--- src/dbl_pkg.sv ---
// Purpose: constants shared by the double-buffered dac host controller files
// Assumes: 100 MHz system clock; apb register words on 32-bit aligned offsets
// Notes: pin timing figures are plain defaults in ns, converted to cycles here
package dbl_pkg;

   // system clock period in ns
   localparam int CLK_PERIOD_NS = 10;

   // least data setup before the write strobe, strobe width, hold after it
   localparam int T_SETUP_NS = 20;
   localparam int T_STROBE_NS = 100;
   localparam int T_HOLD_NS = 20;

   // least times round up to whole cycles, at least one for any nonzero time
   localparam logic [7:0] SETUP_CYC = 8'((T_SETUP_NS + CLK_PERIOD_NS - 1) / CLK_PERIOD_NS);
   localparam logic [7:0] STROBE_CYC = 8'((T_STROBE_NS + CLK_PERIOD_NS - 1) / CLK_PERIOD_NS);
   localparam logic [7:0] HOLD_CYC = 8'((T_HOLD_NS + CLK_PERIOD_NS - 1) / CLK_PERIOD_NS);

   // register byte offsets
   localparam logic [7:0] REG_CTRL = 8'h00;
   localparam logic [7:0] REG_DATA = 8'h04;
   localparam logic [7:0] REG_CMD = 8'h08;
   localparam logic [7:0] REG_STATUS = 8'h0c;

   // control fields
   localparam int CTRL_BYTE_MODE = 0;
   localparam int CTRL_TRANSPARENT = 1;
   localparam int CTRL_DEFER_LOAD = 2;
   localparam logic [2:0] CTRL_RESET = 3'h0;

   // command and status fields
   localparam int CMD_LOAD = 0;
   localparam int STAT_BUSY = 0;
   localparam int STAT_OVERRUN = 1;

   // code width and byte split
   localparam int CODE_W = 14;
   localparam int HIGH_W = 6;
   localparam logic [CODE_W-1:0] CODE_RESET = 14'h0000;

   // byte-wide variant write locations on the two low address lines
   localparam logic [1:0] LOC_IDLE = 2'h0;
   localparam logic [1:0] LOC_HIGH = 2'h1;
   localparam logic [1:0] LOC_LOW = 2'h2;
   localparam logic [1:0] LOC_LOAD = 2'h3;

   // sequence steps, one-hot
   typedef enum logic [4:0] {
      ST_IDLE = 5'b00001,
      ST_WORD = 5'b00010,
      ST_HIGH = 5'b00100,
      ST_LOW = 5'b01000,
      ST_LOAD = 5'b10000
   } dbl_state_type;

   // pulse timer phases, one-hot
   typedef enum logic [3:0] {
      PH_IDLE = 4'b0001,
      PH_SETUP = 4'b0010,
      PH_STROBE = 4'b0100,
      PH_HOLD = 4'b1000
   } dbl_phase_type;

endpackage

--- src/dbl_host_ctrl.sv ---
// Purpose: host side controller that writes codes into a double-buffered 14-bit dac
// Assumes: software reaches it over apb; the dac is write-only, so no pin is read back
// Notes: word-wide and byte-wide pin sets are both driven; a control bit picks one
`timescale 1ns/1ps
`default_nettype none
// How it works
// - load all input registers, then one shared load
// - byte variant uses two transfers on low lines
// - after both bytes, one write to load location
// - decode maps four locations; high, low, load used
// - upper six bits right-justified, then lower eight
module dbl_host_ctrl
   import dbl_pkg::*;
(
   input wire logic clk_sys,
   input wire logic nrst,
   // apb slave side
   input wire logic psel,
   input wire logic penable,
   input wire logic pwrite,
   input wire logic [7:0] paddr,
   input wire logic [31:0] pwdata,
   output logic [31:0] prdata,
   output logic pready,
   output logic pslverr,
   // pins to the device
   output logic [CODE_W-1:0] dac_data_lines,
   output logic high_byte_select_n,
   output logic low_byte_select_n,
   output logic write_strobe_n,
   output logic load_dac_strobe_n,
   // byte-wide variant only
   output logic byte_dev_select_n,
   output logic [1:0] byte_addr_lines
);

   // registered state; each but timerStrobe and timerDone has a next_ value from one always_comb
   // and is copied on every edge by the always_ff at the bottom
   dbl_state_type state, next_state; // current pin step
   logic [2:0] ctrl, next_ctrl; // byte mode, transparent, defer load
   logic [CODE_W-1:0] code, next_code; // last code written by software while not busy
   logic overrun, next_overrun; // request refused while busy
   logic startTimer, next_startTimer; // kicks the pulse timer
   logic timerStrobe; // strobe window of the current access
   logic timerDone; // access finished

   // next values of the registered outputs; no pin comes from gates
   logic [31:0] next_prdata;
   logic next_pready;
   logic next_pslverr;
   logic [CODE_W-1:0] next_dac_data_lines;
   logic next_high_byte_select_n;
   logic next_low_byte_select_n;
   logic next_write_strobe_n;
   logic next_load_dac_strobe_n;
   logic next_byte_dev_select_n;
   logic [1:0] next_byte_addr_lines;

   // decoded bus conditions, all same-cycle gates
   logic access; // access phase before the answer
   logic wrFire; // write takes effect this edge
   logic mapped; // address hits one of our words
   logic busy; // a pin sequence is running

   // control fields, decoded once
   logic byteMode;
   logic transparent;
   logic deferLoad;
   logic dataReq; // software wrote a new code
   logic loadReq; // software asked for a load alone

   // one timer is enough: only one pin access runs at a time, and
   // every step of both variants gets the same setup, width and hold
   dbl_pulse_timer timer (
      .clk_sys(clk_sys),
      .nrst(nrst),
      .start(startTimer),
      .strobe(timerStrobe),
      .done(timerDone)
   );

   // control fields and bus decode
   // a write takes effect only at the edge where pready is seen high,
   // while the master still holds its address and data
   assign byteMode = ctrl[CTRL_BYTE_MODE];
   assign transparent = ctrl[CTRL_TRANSPARENT];
   assign deferLoad = ctrl[CTRL_DEFER_LOAD];
   assign busy = (state != ST_IDLE);
   assign access = psel && penable && !pready;
   assign wrFire = psel && penable && pready && pwrite;
   assign mapped = (paddr == REG_CTRL) || (paddr == REG_DATA) ||
                   (paddr == REG_CMD) || (paddr == REG_STATUS);
   // requests to the pin sequencer
   assign dataReq = wrFire && (paddr == REG_DATA);
   assign loadReq = wrFire && (paddr == REG_CMD) && pwdata[CMD_LOAD];

   // apb slave: one wait state, read data and error taken from registers
   // unmapped offsets answer with pslverr and read as zero
   // prdata holds between reads so a slow master can still pick it up
   always_comb begin
      next_pready = access;
      next_pslverr = access && !mapped;
      // outside a read access the read data keeps its last value
      next_prdata = prdata;
      // read data is latched in the wait cycle, stands in the answer cycle
      if (access && !pwrite) begin
         next_prdata = 32'h0000_0000;
         unique case (paddr)
            REG_CTRL: next_prdata[2:0] = ctrl;
            REG_DATA: next_prdata[CODE_W-1:0] = code;
            // status: busy and the sticky overrun flag
            REG_STATUS: begin
               next_prdata[STAT_BUSY] = busy;
               next_prdata[STAT_OVERRUN] = overrun;
            end
            // the command word is write-only and reads as zero
            default: next_prdata = 32'h0000_0000;
         endcase
      end
   end

   // software state; the overrun set wins over a clear in the same edge
   always_comb begin
      // hold everything unless software writes it
      next_ctrl = ctrl;
      next_code = code;
      next_overrun = overrun;
      // mode changes mid-sequence would split a code across variants
      if (wrFire && (paddr == REG_CTRL) && !busy) begin
         next_ctrl = pwdata[2:0];
      end
      // overrun is write-one-to-clear
      if (wrFire && (paddr == REG_STATUS) && pwdata[STAT_OVERRUN]) begin
         next_overrun = 1'b0;
      end
      // a code or load while a sequence runs is refused and flagged;
      // taking it would tear the pins, so software polls busy first
      if ((dataReq || loadReq) && busy) begin
         next_overrun = 1'b1;
      end else if (dataReq) begin
         next_code = pwdata[CODE_W-1:0];
      end
   end

   // step sequencer: a new step starts the timer, the timer's done ends it
   // byte variant: high, low, then load; word variant: both bytes, then load
   // the timer start is registered, so it begins one edge into the step
   always_comb begin
      // stay in the step until the timer reports done
      next_state = state;
      next_startTimer = 1'b0;
      unique case (state)
         ST_IDLE: begin
            // transparent word mode needs no sequence at all
            if (dataReq && byteMode) begin
               next_state = ST_HIGH;
               next_startTimer = 1'b1;
            end else if (dataReq && !transparent) begin
               // word variant, input registers first
               next_state = ST_WORD;
               next_startTimer = 1'b1;
            end else if (loadReq && !transparent) begin
               // load alone, for a strobe shared by several converters
               next_state = ST_LOAD;
               next_startTimer = 1'b1;
            end
         end
         ST_WORD: begin
            if (timerDone) begin
               // deferring leaves the load for one shared strobe later
               next_state = deferLoad ? ST_IDLE : ST_LOAD;
               next_startTimer = !deferLoad;
            end
         end
         ST_HIGH: begin
            // high byte is in its input register now
            if (timerDone) begin
               next_state = ST_LOW;
               next_startTimer = 1'b1;
            end
         end
         ST_LOW: begin
            // both bytes are in the input registers now
            if (timerDone) begin
               next_state = deferLoad ? ST_IDLE : ST_LOAD;
               next_startTimer = !deferLoad;
            end
         end
         ST_LOAD: begin
            // the sequence is over, so no new start and busy drops
            if (timerDone) begin
               next_state = ST_IDLE;
            end
         end
      endcase
   end

   // pin values per step; the device latches follow while strobes are low
   // a step's pins settle as its timer starts, so they lead the strobe
   // by the setup time and stay until the hold time has passed
   always_comb begin
      next_dac_data_lines = dac_data_lines;
      // every strobe and select idles high outside its step, except in transparent word mode where idle holds the word-wide ones low
      next_high_byte_select_n = 1'b1;
      next_low_byte_select_n = 1'b1;
      next_write_strobe_n = 1'b1;
      next_load_dac_strobe_n = 1'b1;
      next_byte_dev_select_n = 1'b1;
      next_byte_addr_lines = LOC_IDLE;
      unique case (state)
         ST_IDLE: begin
            // transparency is ignored by the pins in byte mode: that variant lacks it
            if (transparent && !byteMode) begin
               // every stage open, so the new code reaches the output at once
               next_high_byte_select_n = 1'b0;
               next_low_byte_select_n = 1'b0;
               next_write_strobe_n = 1'b0;
               next_load_dac_strobe_n = 1'b0;
               next_dac_data_lines = next_code;
            end
         end
         ST_WORD: begin
            // both selects low fill both input registers in one access
            next_dac_data_lines = code;
            next_high_byte_select_n = 1'b0;
            next_low_byte_select_n = 1'b0;
            next_write_strobe_n = !timerStrobe;
         end
         ST_HIGH: begin
            // upper six bits on the low lines, unused lines held low
            next_dac_data_lines = {8'h00, code[CODE_W-1:CODE_W-HIGH_W]};
            next_byte_dev_select_n = 1'b0;
            next_byte_addr_lines = LOC_HIGH;
            next_write_strobe_n = !timerStrobe;
         end
         ST_LOW: begin
            // lower eight bits on the low lines
            next_dac_data_lines = {6'h00, code[CODE_W-HIGH_W-1:0]};
            next_byte_dev_select_n = 1'b0;
            next_byte_addr_lines = LOC_LOW;
            next_write_strobe_n = !timerStrobe;
         end
         ST_LOAD: begin
            // byte variant writes the load location; word pulses the load line
            if (byteMode) begin
               // the data carried with the load write is ignored by the device
               next_byte_dev_select_n = 1'b0;
               next_byte_addr_lines = LOC_LOAD;
               next_write_strobe_n = !timerStrobe;
            end else begin
               // selects stay high so only the dac register moves
               next_load_dac_strobe_n = !timerStrobe;
            end
         end
      endcase
   end

   // all state and every pin registered; strobes and selects idle high out of reset
   // asynchronous reset puts every pin at its inactive level, so the
   // device sees no write while the controller is held in reset
   always_ff @(posedge clk_sys or negedge nrst) begin
      if (!nrst) begin
         // strobes and selects high, data lines and address low
         state <= ST_IDLE;
         ctrl <= CTRL_RESET;
         code <= CODE_RESET;
         overrun <= 1'b0;
         startTimer <= 1'b0;
         prdata <= 32'h0000_0000;
         pready <= 1'b0;
         pslverr <= 1'b0;
         dac_data_lines <= CODE_RESET;
         high_byte_select_n <= 1'b1;
         low_byte_select_n <= 1'b1;
         write_strobe_n <= 1'b1;
         load_dac_strobe_n <= 1'b1;
         byte_dev_select_n <= 1'b1;
         byte_addr_lines <= LOC_IDLE;
      end else begin
         // plain copy of the next values, nothing computed here
         state <= next_state;
         ctrl <= next_ctrl;
         code <= next_code;
         overrun <= next_overrun;
         startTimer <= next_startTimer;
         prdata <= next_prdata;
         pready <= next_pready;
         pslverr <= next_pslverr;
         dac_data_lines <= next_dac_data_lines;
         high_byte_select_n <= next_high_byte_select_n;
         low_byte_select_n <= next_low_byte_select_n;
         write_strobe_n <= next_write_strobe_n;
         load_dac_strobe_n <= next_load_dac_strobe_n;
         byte_dev_select_n <= next_byte_dev_select_n;
         byte_addr_lines <= next_byte_addr_lines;
      end
   end

endmodule
`default_nettype wire

--- src/dbl_pulse_timer.sv ---
// Purpose: times one pin access: setup, strobe low window, hold
// Assumes: start is a one-cycle pulse given only while the timer is idle
// Notes: done pulses for one cycle at the end of the hold phase
`timescale 1ns/1ps
`default_nettype none
module dbl_pulse_timer
   import dbl_pkg::*;
(
   input wire logic clk_sys,
   input wire logic nrst,
   input wire logic start,
   output logic strobe,
   output logic done
);

   dbl_phase_type phase, next_phase; // current access phase
   logic [7:0] count, next_count; // cycles left in the phase
   logic next_strobe;
   logic next_done;

   // phase walk; a count reaching one ends its phase
   always_comb begin
      next_phase = phase;
      next_count = count;
      next_done = 1'b0;
      unique case (phase)
         PH_IDLE: begin
            if (start) begin
               next_phase = PH_SETUP;
               next_count = SETUP_CYC;
            end
         end
         PH_SETUP: begin
            if (count == 8'h01) begin
               next_phase = PH_STROBE;
               next_count = STROBE_CYC;
            end else begin
               next_count = count - 8'h01;
            end
         end
         PH_STROBE: begin
            if (count == 8'h01) begin
               next_phase = PH_HOLD;
               next_count = HOLD_CYC;
            end else begin
               next_count = count - 8'h01;
            end
         end
         PH_HOLD: begin
            if (count == 8'h01) begin
               next_phase = PH_IDLE;
               next_done = 1'b1;
            end else begin
               next_count = count - 8'h01;
            end
         end
      endcase
      next_strobe = (next_phase == PH_STROBE);
   end

   // registered so the strobe pin never glitches
   always_ff @(posedge clk_sys or negedge nrst) begin
      if (!nrst) begin
         phase <= PH_IDLE;
         count <= 8'h00;
         strobe <= 1'b0;
         done <= 1'b0;
      end else begin
         phase <= next_phase;
         count <= next_count;
         strobe <= next_strobe;
         done <= next_done;
      end
   end

endmodule
`default_nettype wire

--- config.mk ---
export PLATFORM = sky130hd
export DESIGN_NAME = dbl_host_ctrl
export DESIGN_NICKNAME = d
export VERILOG_FILES = /design/src/dbl_pkg.sv /design/src/dbl_host_ctrl.sv /design/src/dbl_pulse_timer.sv
export SDC_FILE = /design/constraint.sdc
export NUM_CORES = 1
export LEC_CHECK = 0
export BUFFER_PORTS_ARGS = -buffer_cell sky130_fd_sc_hd__clkbuf_2
export CORE_MARGIN = 8
export CORE_UTILIZATION = 30
export DETAILED_ROUTE_END_ITERATION = 10
export PLACE_DENSITY = 0.56
export SYNTH_ARGS = -nofsm -noshare
export SYNTH_HDL_FRONTEND = slang
export SYNTH_SLANG_ARGS = --single-unit
--- constraint.sdc ---
create_clock -name clk_sys -period 3.54 [get_ports clk_sys]
set_input_delay 0.708 -clock clk_sys [delete_from_list [all_inputs] [get_ports clk_sys]]
set_output_delay 0.708 -clock clk_sys [all_outputs]
set_load 0.03 [all_outputs]
=== Word level (Yosys, flattened, before mapping) ===
Index checks and enable logic that the tools add are counted.

* Add/sub/neg operators: 1
* Mux-type cells: 45
* Reductions and logical operators: 39
* Eq/ne operators: 22

{| class="wikitable"
|+ Operators by type and width
! kind !! count
|-
| case mux 14 bit (4 select lines) || 1
|-
| 2-to-1 mux 14 bit || 3
|-
| 2-to-1 mux 5 bit || 7
|-
| 2-to-1 mux 8 bit || 4
|-
| case mux 8 bit (4 select lines) || 1
|-
| case mux 5 bit (4 select lines) || 1
|-
| logical AND 1 bit || 18
|-
| == test 8 x 4 -> 1 bit (second input constant) || 2
|-
| 2-to-1 mux 4 bit || 4
|-
| case mux 4 bit (4 select lines) || 1
|-
| 2-to-1 mux 1 bit || 13
|-
| case mux 2 bit (3 select lines) || 2
|-
| 2-to-1 mux 11 bit || 1
|-
| == test 4 x 3 -> 1 bit (second input constant) || 2
|-
| == test 8 x 1 -> 1 bit (second input constant) || 1
|-
| == test 8 x 3 -> 1 bit (second input constant) || 1
|-
| logical NOT 1 bit || 8
|-
| logical NOT 8 bit || 1
|-
| case mux 1 bit (2 select lines) || 4
|-
| subtractor 8 x 1 -> 8 bit (second input constant) || 1
|-
| inequality test 2 x 1 -> 1 bit (second input constant) || 3
|-
| inequality test 2 bit (second input constant) || 3
|-
| case mux 1 bit (3 select lines) || 2
|-
| == test 5 x 1 -> 1 bit (second input constant) || 1
|-
| other kinds (17) || 22
|}

* Output and inout bits: 55
* Word-level logic and storage cells: 125
* Register bits: 74

=== Logic depth before layout (Yosys ltp) ===
Gate-level depths: netlist of the first run.

* Word-level depth: 10
* Depth in mapped cells: 8
* Depth with buffers taken out: 7

=== Hierarchy ===
A second synthesis of the first run with hierarchy kept.

* Cell total of the unflattened synthesis: 426
* Area total of the unflattened synthesis: 4,160.2 um2

{| class="wikitable"
|+ Modules (own cells, without submodules)
! module !! area each (um2) !! times used !! cells each
|-
| dbl_host_ctrl || 3,206.8 || 1 || 330
|-
| dbl_pulse_timer || 953.4 || 1 || 96
|}

=== Least setup slack after synthesis of the first run ===
No wires, ideal clock.

* Path type: in2reg
* From: input paddr[5]
* To: register dac_data_lines[4]
* Path buffers: 2
* Stages: 7
* Arrival: 2.913 ns
* Setup time: 0.123 ns
* Data required time: 3.417 ns
* Setup slack: 0.504 ns
* Cell sequence: or4_4 or4_4 buf_6 nor3_2 buf_2 mux2_2 o221a_2

* Longest elaborated chain between the ends: 8

{| class="wikitable"
|+ RTL lines
! item !! RTL line !! text
|-
| start, declared || dbl_host_ctrl.sv:21 || <nowiki>input wire logic [7:0] paddr,</nowiki>
|-
| == test 8 x 4 -> 1 bit || dbl_host_ctrl.sv:95 || <nowiki>assign loadReq = wrFire && (paddr == REG_CMD) && pwdata[CMD_LOAD];</nowiki>
|-
| logical AND 1 bit (2 in series) || dbl_host_ctrl.sv:95 ||
|-
| logical OR 1 bit || dbl_host_ctrl.sv:138 || <nowiki>if ((dataReq || loadReq) && busy) begin</nowiki>
|-
| logical AND 1 bit || dbl_host_ctrl.sv:138 ||
|-
| 2-to-1 mux 14 bit * || dbl_host_ctrl.sv:138 ||
|-
| named net next_code[4] || dbl_host_ctrl.sv:41 || <nowiki>logic [CODE_W-1:0] code, next_code;</nowiki>
|-
| 2-to-1 mux 14 bit * || dbl_host_ctrl.sv:213 || <nowiki>if (transparent && !byteMode) begin</nowiki>
|-
| case mux 14 bit (4 select lines) * || dbl_host_ctrl.sv:210 || <nowiki>unique case (state)</nowiki>
|-
| end signal, assigned || dbl_host_ctrl.sv:289 || <nowiki>dac_data_lines <= next_dac_data_lines;</nowiki>
|-
| end, declared || dbl_host_ctrl.sv:27 || <nowiki>output logic [CODE_W-1:0] dac_data_lines,</nowiki>
|}

The timed path passes the listed nets; every way through them passes the cells marked *. The select of a mux whose other input is x is not followed.
A chain may end at the register's enable or synchronous reset.

=== Worst setup path in the final report of the first run ===
* From: input paddr[5]
* To: register dac_data_lines[0]

The elaborated chain is that of the path after synthesis.

==> results of run 1 <==
sequential cells by signal, indices dropped and copies added (netlist names), 2 cells and up:
signal / cells
ctrl: 3
timer.count: 8
code: 14
timer.phase: 4
byte_addr_lines: 2
dac_data_lines: 14
prdata: 14
state: 5
cells in the mapped netlist, types with 2 or more instances:
cell type,n
dfrtp_1,68
nand2_1,41
o21ai_0,27
nor2_1,26
clkbuf_1,22
buf_4,19
a22o_1,12
mux2_2,10
a31oi_1,9
inv_1,9
nand3_1,8
mux2i_1,7
nor3_1,7
o221a_2,7
a221o_1,6
dfstp_2,6
xor2_1,6
a21oi_1,5
nand3b_1,5
a21o_1,4
nand2b_1,4
nor2b_1,4
nand4_1,3
nor4_1,3
a2111oi_0,2
a22oi_1,2
a31o_2,2
and3_1,2
buf_6,2
ha_1,2
nor3b_1,2
nor4b_1,2
nor4bb_1,2
o22a_1,2
o22ai_1,2
o31ai_1,2
or3_1,2
or4_4,2
xnor2_1,2
path summary, 6_finish.rpt:
path | slack (ns) | depth (start not counted) | to | from
worst max register to register | 1.01 | 4 | state[4]$_DFFE_PN0P_ | state[3]$_DFFE_PN0P_
worst max-delay path | 0.75 | 6 | dac_data_lines[0]$_DFFE_PN0P_ | paddr[5]
max in group asynchronous | 2.40 | 1 | timer.count[2]$_DFFE_PN0P_ | nrst
min in group asynchronous | 0.51 | 1 | dac_data_lines[6]$_DFFE_PN0P_ | nrst
worst min register to register | 0.44 | 1 | write_strobe_n$_DFF_PN1_ | timer.strobe$_DFF_PN0_
worst min-delay path | 0.44 | 1 | write_strobe_n$_DFF_PN1_ | timer.strobe$_DFF_PN0_
per-stage QoR:
| step | instance area (um^2) | hold slack (ns) |
|---|---|---|
| 2_1_floorplan | 3760 | 0.382 |
| 3_5_place_dp | 4040 | 0.425 |
| 5_1_grt | 4320 | 0.451 |
| 4_1_cts | 4320 | 0.430 |
| 6_report | 4320 | 0.441 |
| 3_3_place_gp | 4040 | 0.406 |
final cells by class:
cell class,instances,area (um^2)
clock buffer,11,243
clock inverter,5,38.8
fill,1208,7690
inverter,9,33.8
multi-input combinational,254,1610
sequential,74,1860
tap,147,184
timing repair buffer,68,355
power groups by stage:
stage,combinational (uW),sequential (uW),clock [uW]
finish,129,868,852
detailed placement,129,882,0
floorplan,103,878,0
global route,144,869,920
global placement,128,883,0
CTS,130,867,883
cells in the final DEF (no fill, tap or decap), drive strengths merged, types with 3 or more instances in the layout:
| master | netlist | routed |
|---|---|---|
| clkbuf | 22 | 73 |
| dfrtp | 68 | 68 |
| nand2 | 41 | 41 |
| o21ai | 27 | 27 |
| nor2 | 26 | 26 |
| conb | 1 | 18 |
| a22o | 12 | 12 |
| mux2 | 11 | 11 |
| inv | 9 | 10 |
| a31oi | 9 | 9 |
| nand3 | 8 | 8 |
| nor3 | 8 | 8 |
| o221a | 8 | 8 |
| mux2i | 7 | 7 |
| xor2 | 6 | 6 |
| a221o | 6 | 6 |
| dfstp | 6 | 6 |
| buf | 22 | 6 |
| a21oi | 5 | 5 |
| nand3b | 5 | 5 |
| nor2b | 4 | 4 |
| nand2b | 4 | 4 |
| a21o | 4 | 4 |
| nor4 | 3 | 3 |
| nand4 | 3 | 3 |
| clkinv | 0 | 3 |
per-layer routing:
metal	global-route usage (%)	wire [um]
met1	15.4	4460
met2	17.5	4170
met3	4.82	706
met4	3.57	23
met5	0	24
cells by family (layout without fill, tap and decap cells):
group / count (synthesis) / in the layout
buf+inv: 53 / 93
xor+xnor: 8 / 8
other cells: 1 / 18
compound gates: 90 / 90
flops: 74 / 74
fa+ha+maj: 2 / 2
simple gates: 118 / 118
mux: 18 / 18
==> flow_summary.json, run 1 <==
{
  "htreeDepth": 3,
  "synth_xor_area_share_pct": 1.90,
  "final_util_pct": 36.0,
  "clock_path_buffers": 2,
  "start_kind": "input port",
  "synthesis.area_mm2": 0.00369,
  "cap_violations": 0,
  "sw_frac_of_total_pct": 24.8,
  "num_rows": 40,
  "synthSimpleGateAreaFrac_pct": 16.1,
  "fin_crit_sh_pct": 78.8,
  "place_congestion": 0.819,
  "seq_area_frac_synth_pct": 50.4,
  "crit_chain": "clkbuf_2, or4_4, or4_4, or3_1, mux2_4, o221a_1",
  "p_int_uw": 1390,
  "hold_path_class": "reg2reg",
  "final.setup.tns_ns": 0,
  "yosys.area.top_type": "dfrtp_1",
  "synth-edff-count": 0,
  "synth_top_area_share_pct": 46.1,
  "floorplan.die_area_mm2": 0.0161,
  "postSynthCellCount": 364,
  "hpwl_um": 6630,
  "power_switching_uw": 459,
  "layout-drive-gt1-share_pct": 27.1,
  "pre_cts_ws_ns": 0.425,
  "gr-total-overflow": 0,
  "antenna_cells": 0,
  "cts_made_buffers": 9,
  "skew_ns": 0.00575,
  "hold_viol": 0,
  "detail_route.vias_per_cell": 5.11,
  "cts_hold_buffers": 0,
  "chipHeight_um": 127,
  "grt_use_total_pct": 11.8,
  "drcViolationCount": 0,
  "synth-main-ff-cell": "dfrtp_1",
  "post_cts_resized": 0,
  "total_power_uw": 1850,
  "synth.distinct_cells": 55,
  "timing.final.ws_setup_ns": 0.750,
  "avgSynthCellArea_um2": 10.1,
  "clkPwrFrac_pct": 46.1,
  "crit_slowest_cell": "or4_4",
  "path_clk_slew_ns": 0.06,
  "max_freq_mhz": 358,
  "cp.arrival_ns": 3.00,
  "crit_path_end_kind": "register",
  "fin_crit_ns": 2.79,
  "cp_top_family": "simple AND/OR/NAND/NOR gates",
  "setup_viol": 0,
  "root_buffer": "clkbuf_16",
  "grt_pass1_wl_um": 15300,
  "power_density_mw_per_mm2": 428,
  "synthMuxAreaShare_pct": 5.35,
  "max_stage_delay_ns": 0.58,
  "port_buffers": 63,
  "slew_headroom_pct": 36.4,
  "run_status": "complete, no violations",
  "cts_setup_buffers": 0,
  "cts.sinks": 74,
  "yosys_warnings": 0,
  "grt_max_degree": 75,
  "synth_fa_ha_area_share_pct": 0.678,
  "wirelength_um": 9390,
  "p_leak_uw": 0.00209,
  "final_net_count": 463,
  "async_flop_share_pct": 100,
  "cts_tree": "built",
  "ant_nets": 0,
  "critPathMaxFanout": 10,
  "drt-pass1-iter-count": 4,
  "placed_cells": 552,
  "die_x_um": 127,
  "synth_top_family_by_area": "compound AO/OA/AOI/OAI gates",
  "ir_drop_mv": 0.217,
  "crit_buf_inv": 1,
  "worstPathRequired_ns": 3.75,
  "vias": 2901,
  "start_util_pct": 30.7,
  "final_cells": 568,
  "synth.area.top_cells": "dfrtp_1 46%, dfstp_2 4.3%, nand2_1 4.2%",
  "pwr-share-seq_pct": 46.9,
  "wire_per_inst_um": 16.5,
  "antenna_found_initial": 2,
  "synth_seq_cells": 74,
  "power_frac_comb_pct": 7.0,
  "io_pins": 100,
  "clk_latency_ns": 0.33,
  "synthToLayoutAreaGrowth_pct": 17.1,
  "path_common_cell": "or4_4",
  "maxSlewViolCount": 0,
  "drt-initial-drc-count": 180,
  "tightest_slew_ns": 0.954,
  "rsz0062_at_grt": "false",
  "core_mm2": 0.0120,
  "grt_pass1_vias": 2871,
  "crit_type": "in2reg",
  "synth_compound_area_share_pct": 17.8
}
No activity file was read; power rests on OpenSTA's default activity.
==> run 2, diff against run 1 <==
Settings changed: PLACE_DENSITY 0.56 to 0.57.
Clock period 3.54 ns to 2.4 ns, I/O delays scaled along.
==> run 2 against run 1 <==
Effect of this change: worst setup slack worse by 0.74 ns; sequential power increased by 47%; critical path depth grew 1; largest cell class unchanged; via count increased by 1.8%; non-clock buffer count rose by 24.
==> flow_summary.json, run 2 (synthesized netlist as in run 1, its figures left out) <==
{
  "ant_nets": 0,
  "hpwl_um": 6920,
  "start_kind": "input port",
  "fin_crit_sh_pct": 99.6,
  "final.setup.tns_ns": 0,
  "reg2reg_to": "state[4]$_DFFE_PN0P_",
  "cap_violations": 0,
  "pre_cts_ws_ns": -0.386,
  "slew_headroom_pct": 60.4,
  "rsz0062_at_grt": "true",
  "timing.final.ws_setup_ns": 0.0102,
  "cp-startpoint": "paddr[5]",
  "final_cell_mix": "68 x dfrtp_1, 62 x clkbuf_2, 41 x nand2_1",
  "path_clk_slew_ns": 0.06,
  "root_buffer": "clkbuf_16",
  "critPathMaxFanout": 4,
  "drt-pass1-iter-count": 4,
  "io_pins": 100,
  "setup_viol": 0,
  "fin_crit_ns": 2.39,
  "final_net_count": 487,
  "worstPathRequired_ns": 2.62,
  "grt_use_total_pct": 11.9,
  "wl_met3_um": 484,
  "reg.largest.list": "code x14, dac_data_lines x14, prdata x14",
  "chipHeight_um": 127,
  "wl_met1_um": 4070,
  "antenna_cells": 0,
  "top_layer_used": "met4",
  "place_congestion": 0.804,
  "num_rows": 40,
  "cp.arrival_ns": 2.61,
  "drt-initial-drc-count": 223,
  "cts_tree": "built",
  "ff2ff_setup_slack_ns": 0.26,
  "synthToLayoutAreaGrowth_pct": 24.3,
  "wirelength_um": 9310,
  "p_leak_uw": 0.00225,
  "gr-total-overflow": 0,
  "crit_type": "in2reg",
  "antenna_found_initial": 0,
  "setup.worst_path.end": "dac_data_lines[4]$_DFFE_PN0P_",
  "vias": 2954,
  "wire_per_inst_um": 15.7,
  "core_mm2": 0.0120,
  "clock_path_buffers": 2,
  "grt_pass1_vias": 2983,
  "htreeDepth": 3,
  "ir_drop_mv": 0.339,
  "skew_ns": 0.00909,
  "start_util_pct": 30.7,
  "cts.sinks": 74,
  "cts_made_buffers": 9,
  "layout.cells.most_common": "dfrtp_1",
  "power_density_mw_per_mm2": 625,
  "wl_met2_um": 4650,
  "layout-drive-gt1-share_pct": 31.2,
  "crit_path_end_kind": "register",
  "floorplan.die_area_mm2": 0.0161,
  "hold_viol": 0,
  "drcViolationCount": 0,
  "detail_route.vias_per_cell": 4.99,
  "grt_pass1_wl_um": 15500,
  "r2r_cells": 5,
  "timing.rr.start": "state[1]$_DFFE_PN0P_",
  "cts_hold_buffers": 0,
  "maxSlewViolCount": 0,
  "port_buffers": 63,
  "die_x_um": 127,
  "max_freq_mhz": 418,
  "tightest_slew_ns": 0.585,
  "clk_latency_ns": 0.33,
  "run_status": "complete, no violations",
  "grt_max_degree": 75,
  "hold_path_class": "in2async"
}
run 2: cell count changes in the layout (fill, tap and decap cells not counted), moves of 2 or more:
cell / previous run / this run
mux2_2: 10 / 4
o221a_2: 7 / 5
buf_4: 6 / 28
o221a_4: 0 / 2
mux2_4: 1 / 7
run 2: repair_timing:
| action | 4_1_cts | 5_1_grt |
|---|---|---|
| setup endpoints to repair | 3 | 5 |
| hold endpoints to repair | 0 | 0 |
| buffers inserted | 1 | 2 |
| gates resized for setup | 0 | 1 |
| pin swaps | 0 | 0 |
run 2: metal layers:
metal  vias to the layer above  GRT usage (%)
met5                         -              0
met4                         0           4.41
met3                         9           3.18
met2                        76           20.2
met1                      1436           14.0
li1                       1433              -
run 2: worst min-delay path by stage:
stage | to | cells past startpoint | start | slack [ns]
2_1_floorplan | byte_addr_lines[0]$_DFF_PN0_ | 0 | nrst | 0.18
3_3_place_gp | write_strobe_n$_DFF_PN1_ | 1 | timer.strobe$_DFF_PN0_ | 0.46
3_5_place_dp | write_strobe_n$_DFF_PN1_ | 1 | timer.strobe$_DFF_PN0_ | 0.48
4_1_cts | prdata[4]$_DFFE_PN0P_ | 2 | nrst | 0.19
5_1_grt | prdata[4]$_DFFE_PN0P_ | 2 | nrst | 0.20
6_report | prdata[4]$_DFFE_PN0P_ | 2 | nrst | 0.17
run 2: critical path: stages:
cell      delay, ns
clkbuf_2       0.08
or4_4          0.52
or4_4          0.54
nor3_4         0.21
buf_4          0.19
mux2_4         0.30
o221a_2        0.28
run 2: report_power, final:
group          total (uW)  switching [uW]  internal [uW]
clock                1380             538            844
sequential           1280            16.9           1260
combinational         209             142           66.9
total                2870             697           2170
run 2: area by class of cell:
| type | count | area (um^2) |
|---|---|---|
| clock buffers | 10 | 239 |
| fillers | 1201 | 7420 |
| clock inverters | 6 | 72.6 |
| multi-input cells | 254 | 1660 |
| well taps | 147 | 184 |
| flip-flops and latches | 74 | 1860 |
| inverters | 9 | 33.8 |
| repair buffers | 92 | 546 |
run 2: stage by stage:
stage               utilization [%]  total power, uW  area (um^2)  instances  hold WS, ns
global placement               35.4             1510         4250        573        0.462
finish                         38.2             2870         4590        592        0.170
detailed placement             35.4             1510         4250        573        0.475
global route                   38.2             2990         4590        592        0.202
floorplan                         -             1450         3800        381        0.184
CTS                            38.1             2920         4570        590        0.185
==> run 3, diff against run 2 <==
Settings changed: CTS_BUF_LIST set to sky130_fd_sc_hd__clkbuf_8.
==> run 3 against run 2 <==
Effect of this change: core utilization is 1.0 points lower; wire length rose by 1.3%; die area did not move; non-clock buffer count decreased by 2; hold slack got worse by 0.033 ns; largest power group is now sequential cells; cell count down 0.34%; clock-buffer cell count is the same.
==> flow_summary.json, run 3 (synthesized netlist as in run 1, its figures left out) <==
{
  "htreeDepth": 3,
  "p_leak_uw": 0.00220,
  "root_buffer": "clkbuf_8",
  "fin_crit_ns": 2.39,
  "ir_drop_mv": 0.247,
  "start_util_pct": 30.7,
  "grt_max_degree": 75,
  "cap_violations": 0,
  "slew_headroom_pct": 61.2,
  "cts_made_buffers": 9,
  "timing.rr.start": "state[1]$_DFFE_PN0P_",
  "final.setup.tns_ns": 0,
  "grt_pass1_vias": 2972,
  "clk_latency_ns": 0.36,
  "cts.sinks": 74,
  "hold_viol": 0,
  "gr-total-overflow": 0,
  "floorplan.die_area_mm2": 0.0161,
  "post_cts_resized": 0,
  "reg2reg_to": "state[4]$_DFFE_PN0P_",
  "synthToLayoutAreaGrowth_pct": 21.1,
  "crit_type": "in2reg",
  "cp-startpoint": "paddr[5]",
  "port_buffers": 63,
  "wirelength_um": 9440,
  "final_net_count": 485,
  "cp.arrival_ns": 2.65,
  "rsz0062_at_grt": "true",
  "hpwl_um": 6920,
  "crit_path_end_kind": "register",
  "detail_route.vias_per_cell": 5.04,
  "die_x_um": 127,
  "critPathMaxFanout": 5,
  "path_clk_slew_ns": 0.09,
  "antenna_found_initial": 0,
  "wire_per_inst_um": 16.0,
  "grt_pass1_wl_um": 15500,
  "io_pins": 100,
  "antenna_cells": 0,
  "power_density_mw_per_mm2": 563,
  "r2r_cells": 5,
  "final_cell_mix": "68 x dfrtp_1, 62 x clkbuf_2, 41 x nand2_1",
  "vias": 2976,
  "num_rows": 40,
  "max_freq_mhz": 418,
  "ff2ff_setup_slack_ns": 0.26,
  "tightest_slew_ns": 0.573,
  "drt-initial-drc-count": 204,
  "layout-drive-gt1-share_pct": 30.9,
  "start_kind": "input port",
  "layout.cells.most_common": "dfrtp_1",
  "grt_use_total_pct": 12.0,
  "place_congestion": 0.804,
  "core_mm2": 0.0120,
  "total_power_uw": 2520,
  "drt-pass1-iter-count": 4,
  "fin_crit_sh_pct": 99.7,
  "maxSlewViolCount": 0,
  "num-fill-cells": 1222,
  "hold_path_class": "in2async",
  "run_status": "complete, no violations",
  "worstPathRequired_ns": 2.66,
  "skew_ns": 0.0117,
  "chipHeight_um": 127,
  "ant_nets": 0,
  "setup_viol": 0,
  "cts_tree": "built",
  "drcViolationCount": 0,
  "reg.largest.list": "code x14, dac_data_lines x14, prdata x14",
  "clock_path_buffers": 2
}
## run 3: changes by cell type in the layout (fill, tap and decap cells not counted)
| cell | previous run | this run |
|---|---|---|
| clkbuf_8 | 1 | 10 |
| buf_4 | 28 | 26 |
| mux2_2 | 4 | 5 |
| clkbuf_16 | 9 | 0 |
| mux2_4 | 7 | 6 |
## run 3: worst max-delay path by stage
stage	end	slack (ns)
6_report	dac_data_lines[4]$_DFFE_PN0P_	0.007
5_1_grt	dac_data_lines[5]$_DFFE_PN0P_	-0.02
4_1_cts	dac_data_lines[4]$_DFFE_PN0P_	0.01
3_5_place_dp	dac_data_lines[4]$_DFFE_PN0P_	-0.39
3_3_place_gp	dac_data_lines[4]$_DFFE_PN0P_	-0.35
2_1_floorplan	dac_data_lines[0]$_DFFE_PN0P_	-0.33
## run 3: layout make-up
type                            instances  area (um^2)  share of cell area (%)
Sequential cell                        74         1860                    41.6
Multi-Input combinational cell        254         1650                    37.0
Inverter                                9         33.8                   0.756
Tap cell                              147          184                    4.11
Timing Repair Buffer                   90          531                    11.9
Clock inverter                          6         72.6                    1.62
Clock buffer                           10          138                    3.08
## run 3: repair_timing
item                                    4_1_cts  5_1_grt
hold buffers                                  0        0
setup buffers                                 0        1
endpoints found under the setup margin        0        4
## run 3: power by group
| part | total (uW) | internal, uW | leakage (uW) | switching, uW |
|---|---|---|---|---|
| sequential | 1280 | 1260 | 0.000970 | 16.9 |
| combinational | 210 | 66.9 | 0.00112 | 143 |
| clock | 1030 | 519 | 0.000103 | 512 |
## run 3: stage by stage
step	setup WS (ns)	cells	hold WS, ns	instance area (um^2)	util [%]
detailed placement	-0.386	573	0.475	4250	35.4
finish	0.00715	590	0.137	4470	37.2
global placement	-0.345	573	0.462	4250	35.4
CTS	0.0148	589	0.140	4460	37.2
floorplan	-0.334	381	0.184	3800	-
global route	-0.0162	590	0.159	4470	37.2
## run 3: layer usage
metal	vias to the layer above	wire length, um	track usage [%]
met5	-	0	0
met4	0	119	4.62
met3	9	555	3.44
met2	73	4660	20.2
met1	1465	4100	14.0
li1	1429	-	-
## run 3: worst max-delay path: stages
cell      delay, ns
clkbuf_2       0.08
or4_4          0.52
or4_4          0.54
nor3_4         0.24
buf_4          0.20
mux2_4         0.30
o221a_2        0.28
